### config.mk
export PLATFORM = sky130hd
export DESIGN_NAME = cdca_request_handler
export DESIGN_NICKNAME = d
export VERILOG_FILES = /design/src/verilog/cdca_pkg.sv /design/src/verilog/cdca_notify_tx.sv /design/src/verilog/cdca_request_handler.sv
export SDC_FILE = /design/constraint.sdc
export NUM_CORES = 1
export LEC_CHECK = 0
export BUFFER_PORTS_ARGS = -buffer_cell sky130_fd_sc_hd__buf_2
export CAP_MARGIN = 15
export CORE_MARGIN = 5
export CORE_UTILIZATION = 54
export CTS_CLUSTER_DIAMETER = 30
export DETAILED_ROUTE_END_ITERATION = 10
export PLACE_DENSITY = 0.79
export SLEW_MARGIN = 20
export SYNTH_ARGS = -nofsm -noshare
export SYNTH_HDL_FRONTEND = slang
export SYNTH_SLANG_ARGS = --single-unit
### constraint.sdc
create_clock -name clock_i -period 3.5 [get_ports clock_i]
set_input_delay 0.35 -clock clock_i [delete_from_list [all_inputs] [get_ports clock_i]]
set_output_delay 0.35 -clock clock_i [all_outputs]
set_load 0.02 [all_outputs]
### src/verilog/cdca_pkg.sv
// constants shared by the class request handler and its notification sender
package cdca_pkg;
  // setup request types and class request codes
  localparam logic [7:0] CDCA_TYPE_OUT = 8'h21;
  localparam logic [7:0] CDCA_TYPE_IN = 8'hA1;
  localparam logic [7:0] CDCA_REQ_SET_CODING = 8'h20;
  localparam logic [7:0] CDCA_REQ_GET_CODING = 8'h21;
  localparam logic [7:0] CDCA_REQ_SET_LINES = 8'h22;
  localparam logic [15:0] CDCA_CODING_LEN = 16'h0007;
  localparam logic [15:0] CDCA_ZERO16 = 16'h0000;
  // line coding structure byte positions
  localparam int CDCA_OFS_RATE = 0;
  localparam int CDCA_OFS_STOP = 4;
  localparam int CDCA_OFS_PARITY = 5;
  localparam int CDCA_OFS_BITS = 6;
  localparam logic [2:0] CDCA_LAST_CODING_BYTE = 3'h6;
  // stop and parity encodings
  localparam logic [7:0] CDCA_STOP_ONE = 8'h00;
  localparam logic [7:0] CDCA_STOP_ONE_HALF = 8'h01;
  localparam logic [7:0] CDCA_STOP_TWO = 8'h02;
  localparam logic [7:0] CDCA_PAR_NONE = 8'h00;
  localparam logic [7:0] CDCA_PAR_ODD = 8'h01;
  localparam logic [7:0] CDCA_PAR_EVEN = 8'h02;
  localparam logic [7:0] CDCA_BITS_7 = 8'h07;
  localparam logic [7:0] CDCA_BITS_8 = 8'h08;
  // supported bit rates
  localparam logic [31:0] CDCA_RATE_1200 = 32'h0000_04B0;
  localparam logic [31:0] CDCA_RATE_2400 = 32'h0000_0960;
  localparam logic [31:0] CDCA_RATE_4800 = 32'h0000_12C0;
  localparam logic [31:0] CDCA_RATE_9600 = 32'h0000_2580;
  localparam logic [31:0] CDCA_RATE_14400 = 32'h0000_3840;
  localparam logic [31:0] CDCA_RATE_19200 = 32'h0000_4B00;
  localparam logic [31:0] CDCA_RATE_38400 = 32'h0000_9600;
  localparam logic [31:0] CDCA_RATE_57600 = 32'h0000_E100;
  localparam logic [31:0] CDCA_RATE_115200 = 32'h0001_C200;
  // reset line coding: 9600 baud, one stop, no parity, 8 bits
  localparam logic [31:0] CDCA_RST_RATE = CDCA_RATE_9600;
  localparam logic [7:0] CDCA_RST_STOP = CDCA_STOP_ONE;
  localparam logic [7:0] CDCA_RST_PARITY = CDCA_PAR_NONE;
  localparam logic [7:0] CDCA_RST_BITS = CDCA_BITS_8;
  // serial state notification
  localparam logic [7:0] CDCA_NOTE_SERIAL_STATE = 8'h20;
  localparam logic [15:0] CDCA_NOTE_LEN = 16'h0002;
  localparam logic [3:0] CDCA_NOTE_LAST_BYTE = 4'h9;
  localparam int CDCA_BIT_OVERRUN = 6;
  localparam int CDCA_BIT_PARITY = 5;
  localparam int CDCA_BIT_FRAMING = 4;
endpackage : cdca_pkg

### src/verilog/cdca_notify_tx.sv
// serial state notification sender: ten bytes onto the interrupt endpoint
`timescale 1ns/100ps
module cdca_notify_tx
  import cdca_pkg::*;
(
  input wire logic clock_i,
  input wire logic rstn_i,
  input wire logic start_i,
  input wire logic [15:0] bitmap_i,
  input wire logic ready_i,
  output logic valid_o,
  output logic [7:0] data_o,
  output logic busy_o
);
  logic [3:0] idx_reg;
  logic [15:0] map_reg;
  logic [7:0] byte_next;

  // notification bytes; only the serial state code is ever placed in the header
  always_comb begin
    byte_next = 8'h00;
    unique case (idx_reg)
      4'h0: byte_next = CDCA_TYPE_IN;
      4'h1: byte_next = CDCA_NOTE_SERIAL_STATE;
      4'h6: byte_next = CDCA_NOTE_LEN[7:0];
      4'h7: byte_next = CDCA_NOTE_LEN[15:8];
      4'h8: byte_next = map_reg[7:0];
      4'h9: byte_next = map_reg[15:8];
      default: byte_next = 8'h00; // zero value and index
    endcase
  end

  // sequencer; start while busy is ignored, caller holds it pending
  always_ff @(posedge clock_i or negedge rstn_i) begin
    if (!rstn_i) begin
      busy_o <= 1'b0;
      valid_o <= 1'b0;
      idx_reg <= 4'h0;
      map_reg <= 16'h0000;
    end else if (!busy_o) begin
      if (start_i) begin
        busy_o <= 1'b1;
        map_reg <= bitmap_i;
        idx_reg <= 4'h0;
      end
    end else if (!valid_o) begin
      valid_o <= 1'b1;
    end else if (ready_i) begin
      valid_o <= 1'b0;
      if (idx_reg == CDCA_NOTE_LAST_BYTE) begin
        busy_o <= 1'b0;
      end else begin
        idx_reg <= idx_reg + 4'h1;
      end
    end
  end

  // data register follows the index so it stands while valid is high
  always_ff @(posedge clock_i or negedge rstn_i) begin
    if (!rstn_i) begin
      data_o <= 8'h00;
    end else if (busy_o && !valid_o) begin
      data_o <= byte_next;
    end
  end
endmodule : cdca_notify_tx

### src/verilog/cdca_request_handler.sv
// cdc acm class request decoder, line coding store and serial state reporter
`timescale 1ns/100ps
module cdca_request_handler
  import cdca_pkg::*;
(
  input wire logic clock_i,
  input wire logic rstn_i,
  // setup stage from the endpoint engine
  input wire logic setup_valid_i,
  input wire logic [7:0] req_type_i,
  input wire logic [7:0] req_code_i,
  input wire logic [15:0] req_value_i,
  input wire logic [15:0] req_index_i,
  input wire logic [15:0] req_length_i,
  output logic setup_ack_o,
  output logic setup_stall_o,
  // control OUT data stage
  input wire logic out_valid_i,
  input wire logic [7:0] out_data_i,
  // control IN data stage
  output logic in_valid_o,
  output logic [7:0] in_data_o,
  input wire logic in_ready_i,
  // line coding towards the application
  output logic coding_event_o,
  output logic coding_reject_o,
  output logic [31:0] rate_o,
  output logic [7:0] stop_format_o,
  output logic [7:0] parity_o,
  output logic [7:0] data_bits_o,
  // local uart error levels, same clock
  input wire logic uart_overrun_i,
  input wire logic uart_parity_i,
  input wire logic uart_framing_i,
  // interrupt endpoint byte stream
  output logic note_valid_o,
  output logic [7:0] note_data_o,
  input wire logic note_ready_i
);
  typedef enum logic [1:0] {
    CDCA_IDLE = 2'b00,
    CDCA_SET_DATA = 2'b01,
    CDCA_GET_DATA = 2'b10
  } cdca_state_e;

  cdca_state_e state_reg;
  logic [2:0] idx_reg;
  logic [55:0] shadow_reg;
  logic [55:0] cur_coding;
  logic is_set;
  logic is_get;
  logic is_lines;
  logic coding_ok;
  logic commit_reg;
  logic err_any;
  logic err_prev_reg;
  logic note_pend_reg;
  logic [15:0] map_reg;
  logic [15:0] map_now;
  logic note_busy;
  logic note_start;

  // request decode on the setup fields
  assign is_set = (req_type_i == CDCA_TYPE_OUT) && (req_code_i == CDCA_REQ_SET_CODING) &&
                  (req_value_i == CDCA_ZERO16) && (req_index_i == CDCA_ZERO16) &&
                  (req_length_i == CDCA_CODING_LEN);
  assign is_get = (req_type_i == CDCA_TYPE_IN) && (req_code_i == CDCA_REQ_GET_CODING) &&
                  (req_length_i == CDCA_CODING_LEN);
  // value is not inspected: reserved bits or handshake levels never refuse it
  assign is_lines = (req_type_i == CDCA_TYPE_OUT) && (req_code_i == CDCA_REQ_SET_LINES) &&
                    (req_index_i == CDCA_ZERO16) && (req_length_i == CDCA_ZERO16);

  // current settings laid out as the seven-byte structure, little endian
  assign cur_coding = {data_bits_o, parity_o, stop_format_o, rate_o};

  // supported subset check on the collected structure
  always_comb begin
    logic [31:0] r;
    logic rate_ok;
    r = shadow_reg[8*CDCA_OFS_RATE +: 32];
    rate_ok = (r == CDCA_RATE_1200) || (r == CDCA_RATE_2400) || (r == CDCA_RATE_4800) ||
              (r == CDCA_RATE_9600) || (r == CDCA_RATE_14400) || (r == CDCA_RATE_19200) ||
              (r == CDCA_RATE_38400) || (r == CDCA_RATE_57600) || (r == CDCA_RATE_115200);
    // one and a half stop bits decodes but is not supported
    coding_ok = rate_ok &&
                ((shadow_reg[8*CDCA_OFS_STOP +: 8] == CDCA_STOP_ONE) ||
                 (shadow_reg[8*CDCA_OFS_STOP +: 8] == CDCA_STOP_TWO)) &&
                ((shadow_reg[8*CDCA_OFS_PARITY +: 8] == CDCA_PAR_NONE) ||
                 (shadow_reg[8*CDCA_OFS_PARITY +: 8] == CDCA_PAR_ODD) ||
                 (shadow_reg[8*CDCA_OFS_PARITY +: 8] == CDCA_PAR_EVEN)) &&
                ((shadow_reg[8*CDCA_OFS_BITS +: 8] == CDCA_BITS_7) ||
                 (shadow_reg[8*CDCA_OFS_BITS +: 8] == CDCA_BITS_8));
  end

  // control transfer sequencer; a new setup always restarts it
  always_ff @(posedge clock_i or negedge rstn_i) begin
    if (!rstn_i) begin
      state_reg <= CDCA_IDLE;
      idx_reg <= 3'h0;
    end else if (setup_valid_i) begin
      idx_reg <= 3'h0;
      if (is_set) begin
        state_reg <= CDCA_SET_DATA;
      end else if (is_get) begin
        state_reg <= CDCA_GET_DATA;
      end else begin
        state_reg <= CDCA_IDLE;
      end
    end else begin
      unique case (state_reg)
        CDCA_IDLE: begin
          idx_reg <= 3'h0;
        end
        CDCA_SET_DATA: begin
          if (out_valid_i) begin
            idx_reg <= idx_reg + 3'h1;
            if (idx_reg == CDCA_LAST_CODING_BYTE) begin
              state_reg <= CDCA_IDLE;
            end
          end
        end
        CDCA_GET_DATA: begin
          if (in_valid_o && in_ready_i) begin
            idx_reg <= idx_reg + 3'h1;
            if (idx_reg == CDCA_LAST_CODING_BYTE) begin
              state_reg <= CDCA_IDLE;
            end
          end
        end
        default: state_reg <= CDCA_IDLE;
      endcase
    end
  end

  // setup answer pulses; control-line request is acked with no effect
  always_ff @(posedge clock_i or negedge rstn_i) begin
    if (!rstn_i) begin
      setup_ack_o <= 1'b0;
      setup_stall_o <= 1'b0;
    end else begin
      setup_ack_o <= setup_valid_i && (is_set || is_get || is_lines);
      setup_stall_o <= setup_valid_i && !(is_set || is_get || is_lines);
    end
  end

  // data stage bytes collect into a shadow so a partial stage never disturbs settings
  always_ff @(posedge clock_i or negedge rstn_i) begin
    if (!rstn_i) begin
      shadow_reg <= 56'h00_0000_0000_0000;
    end else if ((state_reg == CDCA_SET_DATA) && out_valid_i && !setup_valid_i) begin
      shadow_reg[8*idx_reg +: 8] <= out_data_i;
    end
  end

  // commit one cycle after the seventh byte; unsupported settings keep the old ones
  always_ff @(posedge clock_i or negedge rstn_i) begin
    if (!rstn_i) begin
      rate_o <= CDCA_RST_RATE;
      stop_format_o <= CDCA_RST_STOP;
      parity_o <= CDCA_RST_PARITY;
      data_bits_o <= CDCA_RST_BITS;
      coding_event_o <= 1'b0;
      coding_reject_o <= 1'b0;
      commit_reg <= 1'b0;
    end else begin
      commit_reg <= (state_reg == CDCA_SET_DATA) && out_valid_i && !setup_valid_i &&
                    (idx_reg == CDCA_LAST_CODING_BYTE);
      coding_event_o <= commit_reg && coding_ok;
      coding_reject_o <= commit_reg && !coding_ok;
      if (commit_reg && coding_ok) begin
        rate_o <= shadow_reg[8*CDCA_OFS_RATE +: 32];
        stop_format_o <= shadow_reg[8*CDCA_OFS_STOP +: 8];
        parity_o <= shadow_reg[8*CDCA_OFS_PARITY +: 8];
        data_bits_o <= shadow_reg[8*CDCA_OFS_BITS +: 8];
      end
    end
  end

  // in data: byte is loaded with valid low, then stands until taken
  always_ff @(posedge clock_i or negedge rstn_i) begin
    if (!rstn_i) begin
      in_valid_o <= 1'b0;
      in_data_o <= 8'h00;
    end else if (setup_valid_i || (state_reg != CDCA_GET_DATA)) begin
      in_valid_o <= 1'b0;
    end else if (!in_valid_o) begin
      in_valid_o <= 1'b1;
      in_data_o <= cur_coding[8*idx_reg +: 8];
    end else if (in_ready_i) begin
      in_valid_o <= 1'b0;
    end
  end

  // error bitmap; only the three supported bits can ever be set
  always_comb begin
    map_now = 16'h0000;
    map_now[CDCA_BIT_OVERRUN] = uart_overrun_i;
    map_now[CDCA_BIT_PARITY] = uart_parity_i;
    map_now[CDCA_BIT_FRAMING] = uart_framing_i;
  end
  assign err_any = uart_overrun_i || uart_parity_i || uart_framing_i;
  assign note_start = note_pend_reg && !note_busy;

  // clean-to-error edge arms one notification; a fresh edge wins over the start clear
  always_ff @(posedge clock_i or negedge rstn_i) begin
    if (!rstn_i) begin
      err_prev_reg <= 1'b0;
      note_pend_reg <= 1'b0;
      map_reg <= 16'h0000;
    end else begin
      err_prev_reg <= err_any;
      if (err_any && !err_prev_reg) begin
        note_pend_reg <= 1'b1;
        map_reg <= map_now;
      end else if (note_start) begin
        note_pend_reg <= 1'b0;
      end
    end
  end

  cdca_notify_tx u_notify (
    .clock_i(clock_i),
    .rstn_i(rstn_i),
    .start_i(note_start),
    .bitmap_i(map_reg),
    .ready_i(note_ready_i),
    .valid_o(note_valid_o),
    .data_o(note_data_o),
    .busy_o(note_busy)
  );
endmodule : cdca_request_handler

### After elaboration in Yosys (flattened, before gate mapping)

Index checks and enable logic that the tools add are counted.

| storage, ports and cells | value |
|---|---|
| memory bits (writable) | 0 |
| bits in latches | 0 |
| memories | 0 |
| logic and storage cells | 156 |
| bits of input ports | 81 |
| bits in registers | 153 |
| bits in read-only memories | 0 |

| cells by class | value |
|---|---|
| equal/unequal tests | 34 |
| mux-type cells | 30 |
| multipliers | 0 |
| bitwise logic cells | 3 |
| $add $sub $neg | 3 |
| shift-type cells | 3 |
| reduce and logical (&&, ||, !) cells | 61 |
| $lt $le $gt $ge | 0 |
| divide/modulo/power cells | 0 |

Operator list:

| operator | number |
|---|---|
| $eq A32 B14 Y1 const B | 2 |
| $eq A32 B16 Y1 const B | 2 |
| $bwmux W56 | 1 |
| $shift A8 B34 Y56 const A | 1 |
| $shiftx A56 B7 Y8 | 1 |
| $shiftx A8 B34 Y56 | 1 |
| $logic_not A16 Y1 | 3 |
| $neg A6 Y34 | 1 |
| $eq A32 B11 Y1 const B | 1 |
| $eq A32 B12 Y1 const B | 1 |
| $eq A32 B13 Y1 const B | 1 |
| $eq A32 B15 Y1 const B | 1 |
| $eq A32 B17 Y1 const B | 1 |
| $eq A8 B6 Y1 const B | 4 |
| $pmux W8 S4 | 1 |
| $logic_and A1 B1 Y1 | 23 |
| $mux W4 | 5 |
| $logic_or A1 B1 Y1 | 17 |
| $eq A16 B3 Y1 const B | 1 |
| $eq A8 B2 Y1 const B | 2 |
| $logic_not A8 Y1 | 2 |
| $mux W1 | 12 |
| $mux W2 | 6 |
| $mux W3 | 3 |
| 26 further kinds | 41 |

### Depth between registers and ports, before layout

Gate-level depths: netlist of run 1.

| logic depth | value |
|---|---|
| depth in word-level cells | 14 |
| gate-level depth with buffers | 11 |
| gate-level depth less buffers | 7 |

### By module

Synthesis of run 1 repeated with hierarchy kept, for this count alone.

| second synthesis, totals | value |
|---|---|
| cell total of the unflattened synthesis | 663 |
| area total of the unflattened synthesis | 7,561.0 sq um |

Modules (own cells, without submodules):

| module | times used | area an instance (sq um) | cells an instance |
|---|---|---|---|
| cdca_request_handler | 1 | 6,109.6 | 540 |
| cdca_notify_tx | 1 | 1,451.4 | 123 |

### Worst setup path before layout of run 1

No wires, ideal clock.

| path | value |
|---|---|
| path kind | register to register |
| from | register shadow_reg[1] |
| to | register rate_o[6] |
| cell stages (with the launch flop) | 8 |
| period minus slack after synthesis | 2.788 ns |
| slack | 0.712 ns |
| required time | 3.373 ns |
| data arrival time | 2.660 ns |
| buffers on the path | 1 |
| path through | dfrtp_1 > or4_1 > or3_1 > a2111oi_1 > nor3_1 > a211oi_4 > buf_6 > mux2_1 |

| on the way | value |
|---|---|
| longest elaborated chain between the ends | 13 |
| elaborated cells on any way between the ends | 21 |

RTL lines:

| item | RTL line | source |
|---|---|---|
| from (decl) | cdca_request_handler.sv:48 | `logic [55:0] shadow_reg;` |
| from (signal, indexed assignment) | cdca_request_handler.sv:151 | `shadow_reg[8*idx_reg +: 8] <= out_data_i;` |
| $eq A32 B11 Y1 / $eq A32 B12 Y1 (equally long branches) | cdca_request_handler.sv:81 | `rate_ok = (r == CDCA_RATE_1200) \|\| (r == CDCA_RATE_2400) \|\| (r == CDCA_RATE_4800) \|\|` |
| $logic_or A1 B1 Y1 (3 in series) | cdca_request_handler.sv:81 |  |
| $logic_or A1 B1 Y1 (3 in series) | cdca_request_handler.sv:82 | `(r == CDCA_RATE_9600) \|\| (r == CDCA_RATE_14400) \|\| (r == CDCA_RATE_19200) \|\|` |
| $logic_or A1 B1 Y1 | cdca_request_handler.sv:83 | `(r == CDCA_RATE_38400) \|\| (r == CDCA_RATE_57600) \|\| (r == CDCA_RATE_115200);` |
| $logic_or A1 B1 Y1 * | cdca_request_handler.sv:83 |  |
| $logic_and A1 B1 Y1 * | cdca_request_handler.sv:85 | `coding_ok = rate_ok &&` |
| $logic_and A1 B1 Y1 * | cdca_request_handler.sv:87 | `(shadow_reg[8*CDCA_OFS_STOP +: 8] == CDCA_STOP_TWO)) &&` |
| $logic_and A1 B1 Y1 * | cdca_request_handler.sv:90 | `(shadow_reg[8*CDCA_OFS_PARITY +: 8] == CDCA_PAR_EVEN)) &&` |
| $logic_and A1 B1 Y1 * | cdca_request_handler.sv:170 | `if (commit_reg && coding_ok) begin` |
| to (signal assigned) | cdca_request_handler.sv:171 | `rate_o <= shadow_reg[8*CDCA_OFS_RATE +: 32];` |
| to (decl) | cdca_request_handler.sv:27 | `output logic [31:0] rate_o,` |

Mark *: on every way between the ends. The rest lies on a longest branch, timed or not.
A chain may end at the register's enable or synchronous reset.

### Worst setup path after layout of run 1

| path | value |
|---|---|
| from | register shadow_reg[1] |
| to | register data_bits_o[0] |

| on the way | value |
|---|---|
| longest elaborated chain between the ends | 13 |
| elaborated cells on any way between the ends | 21 |

RTL lines:

| item | RTL line | source |
|---|---|---|
| $eq A32 B11 Y1 / $eq A32 B12 Y1 (equally long branches) | cdca_request_handler.sv:81 |  |
| $logic_or A1 B1 Y1 (3 in series) | cdca_request_handler.sv:81 |  |
| $logic_or A1 B1 Y1 (3 in series) | cdca_request_handler.sv:82 |  |
| $logic_or A1 B1 Y1 | cdca_request_handler.sv:83 |  |
| $logic_or A1 B1 Y1 * | cdca_request_handler.sv:83 |  |
| $logic_and A1 B1 Y1 * | cdca_request_handler.sv:85 |  |
| $logic_and A1 B1 Y1 * | cdca_request_handler.sv:87 |  |
| $logic_and A1 B1 Y1 * | cdca_request_handler.sv:90 |  |
| $logic_and A1 B1 Y1 * | cdca_request_handler.sv:170 |  |
| to (signal assigned) | cdca_request_handler.sv:174 | `data_bits_o <= shadow_reg[8*CDCA_OFS_BITS +: 8];` |
| to (decl) | cdca_request_handler.sv:30 | `output logic [7:0] data_bits_o,` |

Marked as above.

==> impl_results.md, run 1 <==
* Die width at between 100 and 150 um
* Total grt overflow at 0
* Via count at between 5000 and 6000
* Outcome: finished clean
* CTS Buffer Depth at 2
* Tightest Pin Transition at approximately 0.96 ns
* Ports at roughly 160
* Root Driver: clkbuf_16
* Final setup TNS at 0 ns
* Ys async rst share at 100%
* FMAX at 336 MHz
* Final ANT Viol Nets at 0
* Largest area contributor in the netlist: dfrtp_1
* Post-CTS setup buffers at 0
* GRT Resource Usage Total at a little under a quarter
* First-pass GRT wire length at about 27000 um
* Share of the synthesized area in the top cell type at between 50 and 60%
* Starting Density at between 50% and 60%
* Max FFs per register at 56
* Ys Warns at 0
* WL/cell at approximately 17 um
* Most frequent cells after synthesis: dfrtp_1, nand2_1, o21ai_0, nor2b_1, inv_1
* TritonCTS clock tree: done
* CTS Sinks at 150
* H-tree depth at 4
* Row count at a little over 40
* Unique masters post-synth at between 50 and 60
* Max incr delay on CP at roughly 0.52 ns
* Critical Path AT at about 3.3 ns
* Yosys reg bits at 150
* Cell-internal power at just over 3 mW
* Design Power at 3.98 mW
* Most common cell in the netlist: dfrtp_1
* Post-layout minimum cycle time at 2.98 ns
* Layout Utilization at between 60% and 70%
* Cells after Synth at slightly above 600
* Max_slew headroom at 36.0%
* DR DRC count at 0
* Port Buffers at 156
* Antenna violations before repair at 0
* Die Y at ~120 um
* Net Sw Power at 888 uW
* Total CTS buffers at 17
* Main synth FF type: dfrtp_1
* Crit-path leading delay family: simple AND/OR/NAND/NOR gates
* Core area at 12500 um2
* Power per cell area at about 480 nW/um2
* Logic gate share of total power at between 7 and 8%
* Synth top area cells: dfrtp_1, mux2_2, o21ai_0
* Worst vdd rail ir drop at ~290 uV
* Die area at between 15000 and 20000 um2
* Post-CTS resize count at 0
* Clock Latency Late Sink at around 0.42 ns
* RSZ-0062 raised after global routing: no
* Diodes inserted at 0
* Final hold violation count at 0
* Crit start category: flop
* Final clock skew at a little over 0.008 ns
* Layout fillers at ~990
* Switching share of power at between 20% and 30%
* P_leak at between 4 and 5 nW
* Critical Path RT at about 3.8 ns
* NumNets Final at 871
* Synthesis-to-finish area growth at 22.1%
* Clock-pin slew on the worst setup and hold paths at about 0.06 ns
* Setup crit end kind: flop
* Slew Viols, Final at 0
* Syn Area/Cell at 11.0 um2
* Seq/Total Area, Yosys at around 55%
* Mapped Area at between 6000 and 7000 um2
* Slowest CP cell: or4_1
* Final non-filler cell total at ~960
* Gpl congestion at ~0.82
* Seq pwr share at about 47%
* Hold Path Class: in -> async
* Starting DRT DRC Count at roughly 370
* Period Utilization, post-route at 85.0%
* Pre-antenna DRT Iters at 4
* Crit Path Category: reg -> reg
* Share of power burned in the clock network at between 40% and 50%
* Largest net degree at the start of global routing at between 100 and 150
* Max-Cap Viols at 0
* Number of global-route vias before repair at between 5000 and 6000
* Via density per instance at 5.59
* Worst-path maximum fanout at 31
* Count of flip-flops with a built-in enable after synthesis at 0
* Final wirelength at between 15000 and 20000 um
* Hold Buf Count CTS at 0
* Dpl cells at between 900 and 1000
* Post-DP HPWL at ~12000 um
* Critical path, cell by cell: or4_1, or3_1, a2111oi_1, nor3_1, a211oi_4, buf_4, mux2_2
* WP buf/inv at 1
* Final setup violation count at 0
* Layout cells sized above 1 at a little under a third
## cells by family (layout without fill, tap and decap cells)
family                   Yosys count  count (layout)  synth area share (%)
AND/OR/NAND/NOR                  232             232                  18.4
flip-flops                       150             150                  54.9
AO/OA/AOI/OAI                    101             101                  9.35
buffers and inverters             67             234                  4.11
multiplexers                      57              57                  10.7
adder cells (fa/ha/maj)           13              13                  2.37
other                              1               2                0.0547
XOR/XNOR                           1               1                 0.128
## final cells by class
type / count / area, um2 / area share [%]
clock inverter: 4 / 95.1 / 1.14
sequential: 150 / 3760 / 45.0
inverter: 37 / 139 / 1.66
multi-input combinational: 406 / 2810 / 33.6
tap: 172 / 215 / 2.57
timing repair buffer: 165 / 855 / 10.2
clock buffer: 28 / 487 / 5.82
## metal layers
layer	part of all wire (%)	up-vias	track usage, %	wire (um)
li1	-	2524	-	-
met1	42	2646	29.1	6850
met2	51	179	37.9	8210
met3	5.5	27	5.35	897
met4	1.8	0	8.40	296
met5	0	-	0	0
## cells in the final DEF, fill, tap and decap left out, types with 14 or more instances in the layout
| master | synthesis | routed |
|---|---|---|
| o21ai_0 | 58 | 58 |
| dfrtp_1 | 145 | 145 |
| nand2_1 | 73 | 73 |
| buf_2 | 3 | 155 |
| mux2_1 | 14 | 14 |
| nor4_1 | 21 | 21 |
| nand3_1 | 24 | 24 |
| mux2_2 | 34 | 34 |
| nor2_1 | 15 | 15 |
| nor2b_1 | 38 | 38 |
| inv_1 | 37 | 37 |
| clkbuf_16 | 0 | 17 |
## power by group through the flow
stage          Clock (mW)  Combinational [mW]  Sequential (mW)
2_1_floorplan           0               0.172             1.89
3_3_place_gp            0               0.303             1.90
3_5_place_dp            0               0.312             1.90
4_1_cts              1.82               0.314             1.87
5_1_grt              1.92               0.348             1.88
6_report             1.80               0.308             1.87
## metrics by stage
| stage | hold WS [ns] | setup slack, ns | cell area (um2) |
|---|---|---|---|
| floorplan | 0.0544 | 0.712 | 6850 |
| global placement | 0.454 | 0.624 | 7780 |
| detailed placement | 0.462 | 0.559 | 7780 |
| CTS | 0.0543 | 0.546 | 8360 |
| global route | 0.0937 | 0.381 | 8360 |
| finish | 0.0146 | 0.525 | 8360 |
## final timing paths
check	startpoint	end	slack, ns	depth (start not counted)
setup / recovery	shadow_reg[1]	data_bits_o[0]	0.52	7
hold reg to reg	u_notify.data_o[1]	u_notify.data_o[1]	0.47	2
max in group asynchronous	rstn_i	rate_o[10]	2.54	2
min in group clock_i	in_ready_i	in_valid_o	0.15	2
hold / removal	rstn_i	u_notify.data_o[5]	0.01	1
setup reg to reg	shadow_reg[1]	data_bits_o[0]	0.52	7
## worst reg2reg max path: stages, from the launching register on
cell       delay [ns]
dfrtp_1          0.37
or4_1            0.52
or3_1            0.38
a2111oi_1        0.40
nor3_1           0.19
a211oi_4         0.25
buf_4            0.36
mux2_2           0.39
No activity file was read; power rests on OpenSTA's default activity.
==> run 2, diff against run 1 <==
--- a/config.mk
+++ b/config.mk
@@ -11,7 +11,7 @@
 export CORE_UTILIZATION = 54
 export CTS_CLUSTER_DIAMETER = 30
 export DETAILED_ROUTE_END_ITERATION = 10
-export PLACE_DENSITY = 0.79
+export PLACE_DENSITY_LB_ADDON = 0.15
 export SLEW_MARGIN = 20
 export SYNTH_ARGS = -nofsm -noshare
 export SYNTH_HDL_FRONTEND = slang
==> run 2 against run 1 <==
Critical endpoint is now data_bits_o[1]. Count of clock-buffer cells in the layout is 2 lower. Register-to-register slack gained 0.06 ns. Design area down 0.30%. Routed wire length rose by 2.6%. Cell count shrank 0.42%. Via count fell by 1.4%. Clock skew rose by 0.0032 ns. Die area stayed put.
==> impl_results.md, run 2 (synthesized netlist as in run 1, its figures left out) <==
* Critical Path RT at 3.80 ns (about the same)
* Switching share of power at 22.7% (+0.40 points)
* Via density per instance at 5.53 (-0.98%)
* Period Utilization, post-route at 83.3% (-1.7 points)
* Storage cell area at 3760 um2 (unchanged)
* Most common cell after layout, fill and taps aside: buf_2
* Die area at 15000 um2 (unchanged)
* Via count at 5301 (-1.4%)
* Design Power at 3.90 mW (-2.0%)
* GRT Resource Usage Total at 22.9% (+0.16 points)
* Diodes inserted at 0 (unchanged)
* Pre-antenna DRT Iters at 7 (+3)
* Max incr delay on CP at 0.53 ns (about the same)
* Clock-pin slew on the worst setup and hold paths at 0.06 ns (about the same)
* H-tree depth at 4 (unchanged)
* Critical path, cell by cell: or4_1, or3_1, a2111oi_1, nor3_1, a211oi_4, buf_12, mux2_2
* Ports at 159 (unchanged)
* Total grt overflow at 0 (unchanged)
* FMAX at 343 MHz (+2.0%)
* NumNets Final at 868 (-0.34%)
* Die Y at 123 um (unchanged)
* DR DRC count at 0 (unchanged)
* Logic gate share of total power at 8.1% (+0.4 points)
* Die width at 123 um (unchanged)
* Hold Path Class: in -> async
* Total CTS buffers at 17 (unchanged)
* Slowest CP cell: or4_1
* Worst vdd rail ir drop at 369 uV (+26%)
* Post-CTS resize count at 0 (unchanged)
* Critical Path AT at 3.21 ns (-0.07 ns)
* Starting DRT DRC Count at 386 (+3.5%)
* TritonCTS clock tree: done
* Crit start category: flop
* Setup crit end kind: flop
* First-pass GRT wire length at 26500 um (-0.26%)
* Post-CTS setup buffers at 0 (unchanged)
* Hold Buf Count CTS at 0 (unchanged)
* Root Driver: clkbuf_16
* WL/cell at 17.4 um (+3.0%)
* Share of power burned in the clock network at 44.0% (-1.3 points)
* Layout cells sized above 1 at 30.0% (-0.10 points)
* Area of the multi-input gates at 2810 um2 (unchanged)
* Slew Viols, Final at 0 (unchanged)
* Met2 WL at 8690 um (+5.8%)
* DR WL met3 at 835 um (-6.9%)
* Final setup TNS at 0 ns (unchanged)
* Final hold slack at 0.000521 ns (-0.0141 ns)
* Final hold violation count at 0 (unchanged)
* Core area at 12500 um2 (unchanged)
* Max-Cap Viols at 0 (unchanged)
* RSZ-0062 raised after global routing: no
* Worst-path maximum fanout at 55 (+77%)
* Post-DP HPWL at 12200 um (+3.2%)
* Cell-internal power at 3.02 mW (-2.5%)
* CTS Buffer Depth at 2 (unchanged)
* Final setup violation count at 0 (unchanged)
* Crit Path Category: reg -> reg
* Net Sw Power at 886 uW (-0.26%)
* Antenna violations before repair at 0 (unchanged)
* Port Buffers at 156 (unchanged)
* Final wirelength at 16700 um (+2.6%)
* DR top layer: met4
* Seq pwr share at 47.9% (+0.9 points)
* Commonest non-fill, non-tap cells in the layout: buf_2, dfrtp_1, nand2_1
* P_leak at 4.10 nW (-0.42%)
* Tightest Pin Transition at 0.955 ns (-0.00243 ns)
* CTS Sinks at 150 (unchanged)
* Post-layout minimum cycle time at 2.92 ns (-0.0594 ns)
* Power per cell area at 468 nW/um2 (-1.7%)
* Max FFs per register at 56 (unchanged)
* Gpl congestion at 0.858 (+4.0%)
* Row count at 41 (unchanged)
* Layout fillers at 1035 (+4.9%)
* Clock Latency Late Sink at 0.42 ns (about the same)
* Starting Density at 54.7% (unchanged)
* Synthesis-to-finish area growth at 21.7%
* Max_slew headroom at 35.9% (-0.092 points)
* Outcome: finished clean
* M1 wire length at 6970 um (+1.8%)
* Final clock skew at 0.0114 ns (+0.00323 ns)
* Largest net degree at the start of global routing at 91 (-9.9%)
* Final ANT Viol Nets at 0 (unchanged)
* Number of global-route vias before repair at 5214 (-4.9%)
run 2: per-stage QoR:
| stage | cells | setup WS (ns) | utilization, % | instance area, um2 |
|---|---|---|---|---|
| floorplan | 623 | 0.712 | - | 6850 |
| global placement | 927 | 0.667 | 62.2 | 7780 |
| detailed placement | 927 | 0.624 | 62.2 | 7780 |
| CTS | 958 | 0.596 | 66.6 | 8340 |
| global route | 958 | 0.398 | 66.6 | 8340 |
| finish | 958 | 0.584 | 66.6 | 8340 |
run 2: area by class of cell:
type | instances | area share, %
repair buffers | 162 | 10.3
multi-input cells | 406 | 33.7
flip-flops and latches | 150 | 45.1
well taps | 172 | 2.58
inverters | 37 | 1.67
clock buffers | 26 | 5.75
clock inverters | 5 | 0.900
run 2: critical path: cells and delay by family (launching register included):
kind	cells	cell delay [ns]
flops	1	0.37
simple gates	3	1.09
buf+inv	1	0.29
compound gates	2	0.66
mux	1	0.37
run 2: per-layer routing:
metal / GRT usage (%) / up-vias
met5: 0 / -
met4: 6.65 / 0
met3: 4.56 / 16
met2: 38.7 / 144
met1: 30.1 / 2635
li1: - / 2506
run 2: worst paths after layout:
kind,start,end,slack (ns),depth (start not counted)
setup / recovery,shadow_reg[1],data_bits_o[1],0.58,7
hold reg to reg,u_notify.data_o[6],u_notify.data_o[6],0.48,2
hold / removal,rstn_i,u_notify.idx_reg[1],0.0005,1
setup reg to reg,shadow_reg[1],data_bits_o[1],0.58,7
max in group asynchronous,rstn_i,rate_o[7],2.65,2
min in group clock_i,in_ready_i,in_valid_o,0.14,2
run 2: power groups by stage:
| stage | combinational [mW] | clock (mW) | sequential (mW) |
|---|---|---|---|
| floorplan | 0.172 | 0 | 1.89 |
| finish | 0.315 | 1.72 | 1.87 |
| global route | 0.364 | 1.83 | 1.88 |
| CTS | 0.321 | 1.75 | 1.87 |
| global placement | 0.306 | 0 | 1.89 |
| detailed placement | 0.318 | 0 | 1.90 |
==> run 3, diff against run 2 <==
==> constraint.sdc (replaced) <==
create_clock -name clock_i -period 3 [get_ports clock_i]
set_input_delay 0.3 -clock clock_i [delete_from_list [all_inputs] [get_ports clock_i]]
set_output_delay 0.3 -clock clock_i [all_outputs]
set_load 0.02 [all_outputs]
==> run 3 against run 2 <==
Die area stayed put. Non-clock buffer count up 8. Critical path depth did not move. Via count is 1.8% higher. Flip-flop and latch count stayed put. First-iteration DRC count increased by 9.1%. Global-route usage rose by 0.64 points. Clock power grew 36%. Cell count grew 0.94%. Sequential share of layout area down 0.99 points. Total power up 25%.
==> impl_results.md, run 3 (synthesized netlist as in run 1, its figures left out) <==
* Critical Path AT at 3.15 ns (-0.06 ns)
* Clock-pin slew on the worst setup and hold paths at 0.06 ns (about the same)
* Post-Place Worst Slack at 0.0811 ns (-0.543 ns)
* Total CTS buffers at 17 (unchanged)
* Hold Path Class: in -> reg
* Final wirelength at 16900 um (+1.2%)
* Logic gate share of total power at 7.6% (-0.5 points)
* Final hold slack at 0.0810 ns (+0.0805 ns)
* Via density per instance at 5.58 (+0.90%)
* TritonCTS clock tree: done
* Starting Density at 54.7% (unchanged)
* WP buf/inv at 1 (unchanged)
* Diodes inserted at 0 (unchanged)
* Outcome: finished clean
* Seq pwr share at 44.5% (-3.4 points)
* Number of global-route vias before repair at 5351 (+2.6%)
* Via count at 5399 (+1.8%)
* Row count at 41 (unchanged)
* Post-layout minimum cycle time at 2.85 ns (-0.0682 ns)
* Crit-path leading delay family: simple AND/OR/NAND/NOR gates
* Max FFs per register at 56 (unchanged)
* DR DRC count at 0 (unchanged)
* First-pass GRT wire length at 27100 um (+2.4%)
* Final WS setup at 0.152 ns (-0.432 ns)
* H-tree depth at 4 (unchanged)
* RSZ-0062 raised after global routing: no
* Synthesis-to-finish area growth at 24.4%
* Gpl congestion at 0.865 (+0.73%)
* Final clock skew at 0.00574 ns (-0.00563 ns)
* Design Power at 4.90 mW (+25%)
* Max incr delay on CP at 0.53 ns (about the same)
* Most common cell after layout, fill and taps aside: buf_2
* Tightest Pin Transition at 0.887 ns (-0.0675 ns)
* Die width at 123 um (unchanged)
* Critical Path RT at 3.30 ns (-0.50 ns)
* Die area at 15000 um2 (unchanged)
* Net Sw Power at 1.10 mW (+24%)
* Final ANT Viol Nets at 0 (unchanged)
* Cell-internal power at 3.80 mW (+26%)
* Post-DP HPWL at 12400 um (+1.2%)
* WL/cell at 17.4 um (+0.23%)
* Layout cells sized above 1 at 31.8% (+1.8 points)
* Switching share of power at 22.4% (-0.29 points)
* Starting DRT DRC Count at 421 (+9.1%)
* Die Y at 123 um (unchanged)
* Period Utilization, post-route at 94.9% (+12 points)
* FMAX at 351 MHz (+2.4%)
* Max_slew headroom at 40.6% (+4.8 points)
* Pre-antenna DRT Iters at 5 (-2)
* Root Driver: clkbuf_16
* Commonest non-fill, non-tap cells in the layout: buf_2, dfrtp_1, nand2_1
* Crit start category: flop
* Worst-path maximum fanout at 20 (-64%)
* Clock Latency Late Sink at 0.42 ns (about the same)
* Setup crit end kind: flop
* Power per cell area at 575 nW/um2 (+23%)
* Total grt overflow at 0 (unchanged)
* NumNets Final at 876 (+0.92%)
* CTS Buffer Depth at 2 (unchanged)
* Final setup TNS at 0 ns (unchanged)
* Final hold violation count at 0 (unchanged)
* Ports at 159 (unchanged)
* P_leak at 4.19 nW (+2.1%)
* Port Buffers at 156 (unchanged)
* Largest net degree at the start of global routing at 71 (-22%)
* Slew Viols, Final at 0 (unchanged)
* Final setup violation count at 0 (unchanged)
* Worst vdd rail ir drop at 379 uV (+2.5%)
* Max-Cap Viols at 0 (unchanged)
* Critical path, cell by cell: or4_1, or3_1, a2111oi_2, nor3_2, a211oi_4, buf_12, mux2_1
* Crit Path Category: reg -> reg
* GRT Resource Usage Total at 23.5% (+0.64 points)
* Share of power burned in the clock network at 47.9% (+3.9 points)
* CTS Sinks at 150 (unchanged)
* Cell area after layout at 8520 um2 (+2.2%)
* Slowest CP cell: or4_1
* Antenna violations before repair at 0 (unchanged)
* Core area at 12500 um2 (unchanged)
* Area after DPL at 7810 um2 (+0.32%)
run 3: cell types whose count changed in the layout (fill, tap and decap cells not counted), moves of 3 or more:
cell	before	now
clkinvlp_4	0	3
bufinv_16	2	5
clkbuf_1	7	0
buf_4	4	11
run 3: metal layers:
layer / GRT usage, % / share of wire [%] / vias up
met3: 5.25 / 5.3 / 32
met2: 38.6 / 50 / 166
li1: - / - / 2529
met4: 9.31 / 2.4 / 0
met1: 30.5 / 42 / 2672
met5: 0 / 0 / -
run 3: final timing paths:
check | from | end | slack (ns) | depth (start not counted)
min in group asynchronous | rstn_i | u_notify.data_o[0] | 0.45 | 2
min reg2reg | u_notify.data_o[1] | u_notify.data_o[1] | 0.47 | 2
max in group asynchronous | rstn_i | shadow_reg[9] | 1.68 | 3
min | in_ready_i | in_valid_o | 0.08 | 2
max reg2reg | shadow_reg[1] | stop_format_o[1] | 0.15 | 7
max | shadow_reg[1] | stop_format_o[1] | 0.15 | 7
run 3: what timing repair did:
item / 4_1_cts / 5_1_grt
setup buffers: 0 / 1
resized for setup: 0 / 2
hold endpoints to repair: 62 / 0
endpoints found under the setup margin: 0 / 30
hold buffers: 1 / 0
run 3: cell type report:
type | instances | area, um2
Sequential cell | 150 | 3760
Clock inverter | 12 | 196
Fill cell | 990 | 3990
Clock buffer | 20 | 467
Tap cell | 172 | 215
Timing Repair Buffer | 170 | 925
Inverter | 37 | 139
Multi-Input combinational cell | 406 | 2820
run 3: through the flow:
stage / instances / util (%)
after detailed placement: 932 / 62.4
after floorplan: 623 / -
after global placement: 932 / 62.4
after CTS: 965 / 67.8
after global routing: 967 / 68.1
final: 967 / 68.1
run 3: power by group through the flow:
stage / sequential, mW / clock (mW) / combinational, mW
after floorplan: 2.21 / 0 / 0.200
after global placement: 2.21 / 0 / 0.357
after detailed placement: 2.21 / 0 / 0.374
after CTS: 2.18 / 2.38 / 0.378
after global routing: 2.19 / 2.48 / 0.428
final: 2.18 / 2.34 / 0.372
